### config.mk
export PLATFORM = sky130hd
export DESIGN_NAME = sas_top
export DESIGN_NICKNAME = d
export VERILOG_FILES = /design/src/sas_pkg.sv /design/src/sas_top.sv
export VERILOG_INCLUDE_DIRS = /design/src
export SDC_FILE = /design/constraint.sdc
export NUM_CORES = 1
export LEC_CHECK = 0
export ABC_CLOCK_PERIOD_IN_PS = 6200
export BUFFER_PORTS_ARGS = -buffer_cell sky130_fd_sc_hd__buf_2
export CORE_MARGIN = 1.5
export CORE_UTILIZATION = 50
export DETAILED_ROUTE_END_ITERATION = 7
export PLACE_DENSITY = 0.69
export SETUP_SLACK_MARGIN = 0.02
export SLEW_MARGIN = 10
export SYNTH_ARGS = -nofsm -noshare
export SYNTH_HDL_FRONTEND = slang
export SYNTH_SLANG_ARGS = --single-unit
### constraint.sdc
create_clock -name ref_clk -period 6.2 [get_ports ref_clk]
set_input_delay 0 -clock ref_clk [delete_from_list [all_inputs] [get_ports ref_clk]]
set_output_delay 0 -clock ref_clk [all_outputs]
set_load 0.02 [all_outputs]
### src/sas_map.svh
// sas_map.svh: bit positions, reset values and timing counts of the converter sequencer
// assumes: included by bare name from the sequencer design file only
`ifndef SAS_MAP_SVH
`define SAS_MAP_SVH

// peripheral enable register
`define SAS_PEN_CLK_BIT 5
// converter mode register fields
`define SAS_MODE_START_BIT 7
`define SAS_MODE_SCAN_BIT 6
`define SAS_MODE_TIME_HI 5
`define SAS_MODE_TIME_LO 1
`define SAS_MODE_COMP_BIT 0
// trigger mode register: timer trigger when set
`define SAS_TRIG_TIMER_BIT 7
// channel select field
`define SAS_CHAN_HI 3
`define SAS_CHAN_LO 0
// approximation register
`define SAS_SAR_TOP 4'h9
`define SAS_SAR_MSB_SET 10'h200
`define SAS_RESULT_PAD 6'h00
// result reset values
`define SAS_WORD_RESET 16'h0000
`define SAS_HIGH_RESET 8'h00
// converter clocks per conversion-time step
`define SAS_SAMPLE_UNIT 8'h02
`define SAS_BIT_UNIT 8'h01
// scan slots run 0..3
`define SAS_SCAN_LAST 2'h3
// result stream buffer
`define SAS_FIFO_DEPTH 8

`endif

### src/sas_pkg.sv
// sas_pkg.sv: types shared by the converter sequencer and its result stream
// assumes: nothing beyond a SystemVerilog compiler
package sas_pkg;

    // gray along idle, wait, sample, convert, store
    typedef enum logic [2:0] {
        ST_IDLE    = 3'h0,
        ST_WAIT    = 3'h1,
        ST_SAMPLE  = 3'h3,
        ST_CONVERT = 3'h2,
        ST_STORE   = 3'h6
    } sas_state_t;

    // decoded converter mode register
    typedef struct packed {
        logic start;
        logic scan;
        logic [4:0] convTime;
        logic compEn;
    } sas_mode_t;

    // one finished conversion on the result stream
    typedef struct packed {
        logic [3:0] channel;
        logic [9:0] code;
    } sas_sample_t;

endpackage

### src/sas_top.sv
// sas_top.sv: successive-approximation sequencer with result registers and result stream
// assumes: register values and write strobes come from the cpu side, synchronous to ref_clk;
// the comparator output is a settled digital level when each trial bit is taken
//
// Contract
// peripheral enable bit 5 turns on converter clock; set before other configuration
// conversion time in mode bits 5..1, select/scan mode in bit 6
// writing one to mode bit 7 starts conversion
// in timer trigger mode, start bit only arms a wait for a trigger
// sample the channel for a fixed time, then hold until conversion ends
// each conversion sets approximation bit 9 first, tap at half reference
// keep the top bit if input exceeds half reference, else clear it
// then set next lower bit, tap three or one quarter reference
// keep each trial bit when input reaches the tap, continue down to bit 0
// after ten decisions copy the approximation into the result registers
// raise conversion end interrupt in the same step as the result transfer
// repeat conversions while start bit is one; clearing it stops
// software waits one microsecond after enabling comparator before starting
// 16-bit result word and 8-bit result holding the upper eight bits
// result word equals approximation times 64, low six bits zero
// channel select write during conversion reinitialises it and restarts
// system reset clears result word and result byte to zero
// software and timer trigger modes chosen by the trigger mode register
// timer mode starts only with start bit one and either timer trigger
// timer trigger mid-conversion aborts; restart, or from scan slot 0
// select mode converts the one selected channel, stores, interrupts
// any mode, trigger mode or channel write mid-conversion aborts and restarts
// scan mode converts four channels from slot 0, interrupt after each
// sample and per-bit times are fixed clock counts from the time field
// comparator decision is a stable digital input when latched
`include "sas_map.svh"

module sas_fifo #(
    parameter int WIDTH = 14,
    parameter int DEPTH = 8
) (
    // clock and reset
    input wire logic clk,
    input wire logic rst,
    // filling side
    input wire logic [WIDTH-1:0] inData,
    input wire logic inValid,
    output logic inReady,
    // draining side
    output logic [WIDTH-1:0] outData,
    output logic outValid,
    input wire logic outReady
);
    localparam int AW = (DEPTH > 1) ? $clog2(DEPTH) : 1;

    logic [WIDTH-1:0] mem [DEPTH];
    logic [AW-1:0] wrPtr;
    logic [AW-1:0] rdPtr;
    logic [AW:0] count;
    logic push;
    logic load;

    assign inReady = (count != (AW + 1)'(DEPTH));
    assign push = inValid && inReady;
    // output stage refills whenever it is empty or being taken
    assign load = (count != '0) && (!outValid || outReady);

    always_ff @(posedge clk) begin
        if (push) begin
            mem[wrPtr] <= inData;
        end
    end

    always_ff @(posedge clk) begin
        if (rst) begin
            wrPtr <= '0;
        end else if (push) begin
            wrPtr <= (wrPtr == AW'(DEPTH - 1)) ? '0 : wrPtr + 1'b1;
        end
    end

    always_ff @(posedge clk) begin
        if (rst) begin
            rdPtr <= '0;
        end else if (load) begin
            rdPtr <= (rdPtr == AW'(DEPTH - 1)) ? '0 : rdPtr + 1'b1;
        end
    end

    always_ff @(posedge clk) begin
        if (rst) begin
            count <= '0;
        end else if (push && !load) begin
            count <= count + 1'b1;
        end else if (load && !push) begin
            count <= count - 1'b1;
        end
    end

    always_ff @(posedge clk) begin
        if (rst) begin
            outValid <= 1'b0;
            outData <= '0;
        end else if (load) begin
            outValid <= 1'b1;
            outData <= mem[rdPtr];
        end else if (outReady) begin
            outValid <= 1'b0;
        end
    end
endmodule

module sas_top (
    // clock and reset
    input wire logic ref_clk,
    input wire logic sys_rst,
    // cpu-side register values and write strobes
    input wire logic [7:0] peripheralEnableReg,
    input wire logic [7:0] converterModeReg,
    input wire logic modeWrite,
    input wire logic [7:0] triggerModeReg,
    input wire logic trigModeWrite,
    input wire logic [7:0] channelSelectReg,
    input wire logic chanSelWrite,
    // timer trigger pulses
    input wire logic timerTrig0,
    input wire logic timerTrig1,
    // analog front end
    input wire logic compHigh,
    output logic sampleHold,
    output logic [9:0] tapCode,
    output logic [3:0] analogChannel,
    output logic comparatorOn,
    // result registers and status
    output logic [15:0] resultWordReg,
    output logic [7:0] resultHighByteReg,
    output logic conversionEndIrq,
    output logic busy,
    output logic waitingTrigger,
    // result stream
    output sas_pkg::sas_sample_t streamData,
    output logic streamValid,
    input wire logic streamReady
);
    import sas_pkg::*;

    sas_state_t state;
    sas_state_t next_state;
    sas_mode_t mode;
    logic clkOn;
    logic timerMode;
    logic anyTrig;
    logic anyWrite;
    logic busyState;
    logic abortNow;
    logic [9:0] successive_approx_reg;
    logic [3:0] bitIdx;
    logic [7:0] cnt;
    logic [7:0] sampleLen;
    logic [7:0] bitLen;
    logic bitTick;
    logic enterSample;
    logic [1:0] scanSlot;
    logic [3:0] next_channel;
    logic pushValid;
    logic pushReady;
    logic storeFire;
    sas_sample_t pushData;

    // gated converter clock: the sequencer holds while it is off; the result stream still drains
    assign clkOn = peripheralEnableReg[`SAS_PEN_CLK_BIT];
    // one driver for the whole decoded word
    assign mode = '{start: converterModeReg[`SAS_MODE_START_BIT],
        scan: converterModeReg[`SAS_MODE_SCAN_BIT],
        convTime: converterModeReg[`SAS_MODE_TIME_HI:`SAS_MODE_TIME_LO],
        compEn: converterModeReg[`SAS_MODE_COMP_BIT]};
    assign timerMode = triggerModeReg[`SAS_TRIG_TIMER_BIT];
    assign anyTrig = timerTrig0 || timerTrig1;
    assign anyWrite = modeWrite || trigModeWrite || chanSelWrite;

    // time field sets both windows; slow settings give the comparator longer
    assign sampleLen = 8'((mode.convTime + 6'h01) * `SAS_SAMPLE_UNIT);
    assign bitLen = 8'((mode.convTime + 6'h01) * `SAS_BIT_UNIT);
    assign bitTick = (cnt == 8'h00);

    assign busyState = (state == ST_SAMPLE) || (state == ST_CONVERT) || (state == ST_STORE);
    // writes abort in both trigger modes, triggers only in timer mode
    assign abortNow = clkOn && mode.start && busyState
        && (anyWrite || (timerMode && anyTrig));

    assign pushValid = clkOn && mode.start && !abortNow && (state == ST_STORE);
    assign storeFire = pushValid && pushReady;
    assign pushData = '{channel: analogChannel, code: successive_approx_reg};

    always_comb begin
        next_state = state;
        if (!clkOn) begin
            next_state = state;
        end else if (!mode.start) begin
            next_state = ST_IDLE;
        end else if (abortNow) begin
            next_state = ST_SAMPLE;
        end else begin
            case (state)
                ST_IDLE: begin
                    next_state = timerMode ? ST_WAIT : ST_SAMPLE;
                end
                ST_WAIT: begin
                    if (anyTrig || !timerMode) begin
                        next_state = ST_SAMPLE;
                    end
                end
                ST_SAMPLE: begin
                    if (bitTick) begin
                        next_state = ST_CONVERT;
                    end
                end
                ST_CONVERT: begin
                    if (bitTick && (bitIdx == 4'h0)) begin
                        next_state = ST_STORE;
                    end
                end
                ST_STORE: begin
                    // back-pressure: stall here until the stream buffer has room
                    if (pushReady) begin
                        if ((mode.scan && scanSlot != `SAS_SCAN_LAST) || !timerMode) begin
                            next_state = ST_SAMPLE;
                        end else begin
                            next_state = ST_WAIT;
                        end
                    end
                end
                default: begin
                    next_state = ST_IDLE;
                end
            endcase
        end
    end

    assign enterSample = (next_state == ST_SAMPLE) && ((state != ST_SAMPLE) || abortNow);

    always_ff @(posedge ref_clk) begin
        if (sys_rst) begin
            state <= ST_IDLE;
        end else begin
            state <= next_state;
        end
    end

    // sample and bit window counter
    always_ff @(posedge ref_clk) begin
        if (sys_rst) begin
            cnt <= 8'h00;
        end else if (clkOn) begin
            if (enterSample) begin
                cnt <= sampleLen - 8'h01;
            end else if (next_state == ST_CONVERT && (state != ST_CONVERT || bitTick)) begin
                cnt <= bitLen - 8'h01;
            end else if (cnt != 8'h00) begin
                cnt <= cnt - 8'h01;
            end
        end
    end

    // successive approximation
    always_ff @(posedge ref_clk) begin
        if (sys_rst) begin
            successive_approx_reg <= 10'h000;
            bitIdx <= 4'h0;
        end else if (clkOn) begin
            if (state == ST_SAMPLE && next_state == ST_CONVERT) begin
                successive_approx_reg <= `SAS_SAR_MSB_SET;
                bitIdx <= `SAS_SAR_TOP;
            end else if (state == ST_CONVERT && bitTick && !abortNow && mode.start) begin
                // comparator is taken only at the end of the bit window
                if (!compHigh) begin
                    successive_approx_reg[bitIdx] <= 1'b0;
                end
                if (bitIdx != 4'h0) begin
                    successive_approx_reg[bitIdx - 4'h1] <= 1'b1;
                    bitIdx <= bitIdx - 4'h1;
                end
            end
        end
    end

    // scan slot: writes and stops send the scan back to slot 0
    always_ff @(posedge ref_clk) begin
        if (sys_rst) begin
            scanSlot <= 2'h0;
        end else if (clkOn) begin
            if (!mode.start || abortNow || anyWrite) begin
                scanSlot <= 2'h0;
            end else if (storeFire) begin
                scanSlot <= mode.scan ? scanSlot + 2'h1 : 2'h0;
            end
        end
    end

    // result registers and end-of-conversion pulse
    always_ff @(posedge ref_clk) begin
        if (sys_rst) begin
            resultWordReg <= `SAS_WORD_RESET;
            resultHighByteReg <= `SAS_HIGH_RESET;
            conversionEndIrq <= 1'b0;
        end else begin
            if (storeFire) begin
                resultWordReg <= {successive_approx_reg, `SAS_RESULT_PAD};
                resultHighByteReg <= successive_approx_reg[9:2];
            end
            conversionEndIrq <= storeFire;
        end
    end

    assign next_channel = mode.scan
        ? 4'(channelSelectReg[`SAS_CHAN_HI:`SAS_CHAN_LO] + {2'h0, scanSlot})
        : channelSelectReg[`SAS_CHAN_HI:`SAS_CHAN_LO];

    // analog-side controls and busy/wait status, all registered
    always_ff @(posedge ref_clk) begin
        if (sys_rst) begin
            sampleHold <= 1'b0;
            tapCode <= 10'h000;
            analogChannel <= 4'h0;
            comparatorOn <= 1'b0;
            busy <= 1'b0;
            waitingTrigger <= 1'b0;
        end else begin
            sampleHold <= (next_state == ST_CONVERT) || (next_state == ST_STORE);
            tapCode <= successive_approx_reg;
            analogChannel <= next_channel;
            comparatorOn <= clkOn && mode.compEn;
            busy <= (next_state == ST_SAMPLE) || (next_state == ST_CONVERT)
                || (next_state == ST_STORE);
            waitingTrigger <= (next_state == ST_WAIT);
        end
    end

    sas_fifo #(
        .WIDTH($bits(sas_sample_t)),
        .DEPTH(`SAS_FIFO_DEPTH)
    ) u_fifo (
        .clk(ref_clk),
        .rst(sys_rst),
        .inData(pushData),
        .inValid(pushValid),
        .inReady(pushReady),
        .outData(streamData),
        .outValid(streamValid),
        .outReady(streamReady)
    );
endmodule

==> results by group <==
Cells and area
  – Number of flip-flops under the largest register name: between 100 and 150
  – Post-layout util: roughly three fifths
  – Share of layout cells above drive strength 1: between 20% and 30%
  – Most common cell after layout, fill and taps aside: edfxtp_1
  – Biggest registers after layout: u_fifo.mem x112, u_fifo.outData x14
  – Most frequent cells in the layout: edfxtp_1, dfxtp_1, buf_2
  – Largest register by flop count: u_fifo.mem
  – Layout area overhead: 14.8%
  – Number of diodes: 0
  – Nets: around 800

Logic synthesis
  – Cells after Synth: 664
  – Area leader, netlist: edfxtp_1
  – Ys async rst share: 0%
  – Number of synthesized flops with an enable pin: 112
  – Synth warn: 0
  – Yosys cell types: 75
  – Sequential-to-total area share from yosys stat: 59.1%
  – Synth area leaders: edfxtp_1, dfxtp_1, mux4_2
  – Most common flop cell mapped by yosys: edfxtp_1
  – Yosys reg bits: between 150 and 200
  – Fraction of synthesized cell area taken by the top area cell type: 39.9%
  – Avg Cell Area, Syn: 12.7 µm²
  – Post-Syn Area: around 8400 µm²

Power and ir drop
  – Combinational Power Share: 23.7%
  – Register share of total power: 43.5%
  – Pwr/cell area: ~360 nW/µm²
  – P_leak: approximately 3.6 nW
  – Max VDD drop: between 200 and 250 µV
  – Clk pwr share: around 33%
  – P_int: 2.41 mW
  – Switch Pwr: 1.03 mW
  – Sw Share: just under 30%

Global route
  – Vias in the first global route: 5431
  – GRT overflow: 0
  – Gr usage total: a little over a fifth
  – Largest net degree at the start of global routing: 69
  – Initial antenna violation count: 0
  – First-pass GRT wire length: approximately 28000 µm

Critical path
  – Reg2reg setup slack: about 2700 ps
  – Critical Path RT: approximately 6600 ps
  – RR Endpoint: u_fifo.count[3]
  – Crit Path Max Fanout: 20
  – FF-to-FF path depth: 12
  – Critical path arrival: 3820 ps
  – Worst Setup Start Kind: register
  – Setup crit end kind: register
  – Critical path class: reg -> reg
  – R2R Path Start: u_fifo.count[0]

Clock tree
  – CTS tree: yes
  – Reg clk slew, reported paths: roughly 70 ps
  – CTS root buf: clkbuf_16
  – Sink Count: between 150 and 200
  – CTS resizes: 0
  – Clock Path Buffers: 2
  – H-tree Lvls: 4
  – Total CTS buffers: 17
  – Worst-Skew Late Latency: roughly 420 ps

Placed design
  – Post-DP HPWL: 11900 µm
  – IO buf count: 74
  – GPL Wtd Cong: about 0.89

Floorplan
  – Io pins: between 90 and 100
  – Die area: around 18000 µm²
  – Rows: 47
  – DIE HEIGHT: 133 µm
  – Initial core utilization: about 51%
  – Core area: 16500 µm²
  – Chip width: 133 µm

Drt
  – Detailed-routed wire length on met3: roughly 660 µm
  – Met2 routed wirelength: 8890 µm
  – Top layer in use: met4
  – Pre-Repair DR Iteration Count: 7
  – Drt first-iter violations: 448
  – M1 WL: around 8100 µm
  – DR WL/cell: between 15 and 20 µm
  – Total number of vias: 5498
  – DRT Wirelength: between 15000 and 20000 µm
  – Vias per std cell: 5.67
  – DRC errors left: 0
  – Antenna Violating Nets Remaining: 0

Timing
  – Final period utilization: between 50% and 60%
  – Tightest Pin Transition: 1120 ps
  – Final slew viol count: 0
  – F_max: just under 300 MHz
  – Final setup vio count: 0
  – Tmin final: between 3000 and 4000 ps
  – RSZ-0062 raised after global routing: false
  – Clock skew: around 9.6 ps
  – Final hold vios: 0
  – Worst slew margin: between 20% and 30%
  – Setup TNS: 0 ps
  – Hold Slack: around 35 ps

Job
  – Max cap viols: 0

Worst hold path
  – Hold wc startpoint: compHigh
  – Worst min path class: in -> reg
  – Hold path depth: 4
  – Hold endpoint: successive_approx_reg[6]

Outcome
  – Status: completed
## cell type report
| type | instances | area (µm²) |
|---|---|---|
| Clock inverter | 11 | 140 |
| Timing Repair Buffer | 99 | 591 |
| Clock buffer | 21 | 472 |
| Fill cell | 1352 | 6840 |
| Sequential cell | 193 | 4990 |
| Inverter | 19 | 71.3 |
| Tap cell | 220 | 275 |
| Multi-Input combinational cell | 406 | 3150 |
## power groups by stage
stage	sequential, mW	combinational [mW]	clock [mW]
floorplan	1.57	0.568	0
global placement	1.52	0.793	0
detailed placement	1.53	0.821	0
CTS	1.50	0.830	1.14
global route	1.51	0.902	1.19
finish	1.50	0.816	1.13
## routing by layer
layer / track usage [%] / vias to the layer above
met2: 35.3 / 145
met1: 27.8 / 2725
met4: 6.72 / 0
met3: 3.03 / 16
li1: - / 2612
met5: 0 / -
## cells by family after synthesis
kind of cell             synth area share [%]
AO/OA/AOI/OAI                            10.2
XOR/XNOR                                 1.14
multiplexers                             9.85
AND/OR/NAND/NOR                          12.2
other                                  0.0444
buffers and inverters                    4.35
flip-flops                               59.1
adder cells (fa/ha/maj)                  3.14
## worst max path at each step
stage          depth (start not counted)  slack (ps)               end            start
3_3_place_gp                          12        2840   u_fifo.count[3]  u_fifo.count[0]
4_1_cts                               12        2710   u_fifo.count[3]  u_fifo.count[0]
3_5_place_dp                          12        2740   u_fifo.count[3]  u_fifo.count[0]
5_1_grt                               12        2530   u_fifo.count[3]  u_fifo.count[0]
6_report                              12        2730   u_fifo.count[3]  u_fifo.count[0]
2_1_floorplan                          6        3100  u_fifo.mem[2][0]         state[0]
## critical path, cell delays in order, from the launching register on
cell,delay (ps)
dfxtp_1,370
or4b_4,630
nand3_1,120
buf_4,280
inv_1,340
ha_1,350
inv_1,120
ha_1,250
a21o_2,210
a21oi_1,190
xnor2_1,100
or3_1,310
a21oi_1,140
## synthesized netlist by cell type, drive strengths merged, types with 19 or more instances
| cell | number |
|---|---|
| edfxtp | 112 |
| dfxtp | 81 |
| nand2 | 55 |
| a21oi | 46 |
| nor2 | 36 |
| mux4 | 28 |
| buf | 27 |
| clkbuf | 24 |
| o21ai | 22 |
| a211oi | 20 |
| mux2i | 20 |
| inv | 19 |
## metrics by stage
| step | instances | setup slack (ps) | total power, mW | area (µm²) |
|---|---|---|---|---|
| after floorplan | 669 | 3100 | 2.14 | 8460 |
| after global placement | 924 | 2840 | 2.31 | 8940 |
| after detailed placement | 924 | 2740 | 2.35 | 8940 |
| after CTS | 969 | 2710 | 3.46 | 9680 |
| after global routing | 969 | 2530 | 3.60 | 9680 |
| final | 969 | 2730 | 3.44 | 9680 |
## what timing repair did
action,CTS,global route
setup buffers,0,0
endpoints found under the hold margin,10,0
setup endpoints to repair,0,0
hold buffers,13,0
(Power assumes the default switching activity.)
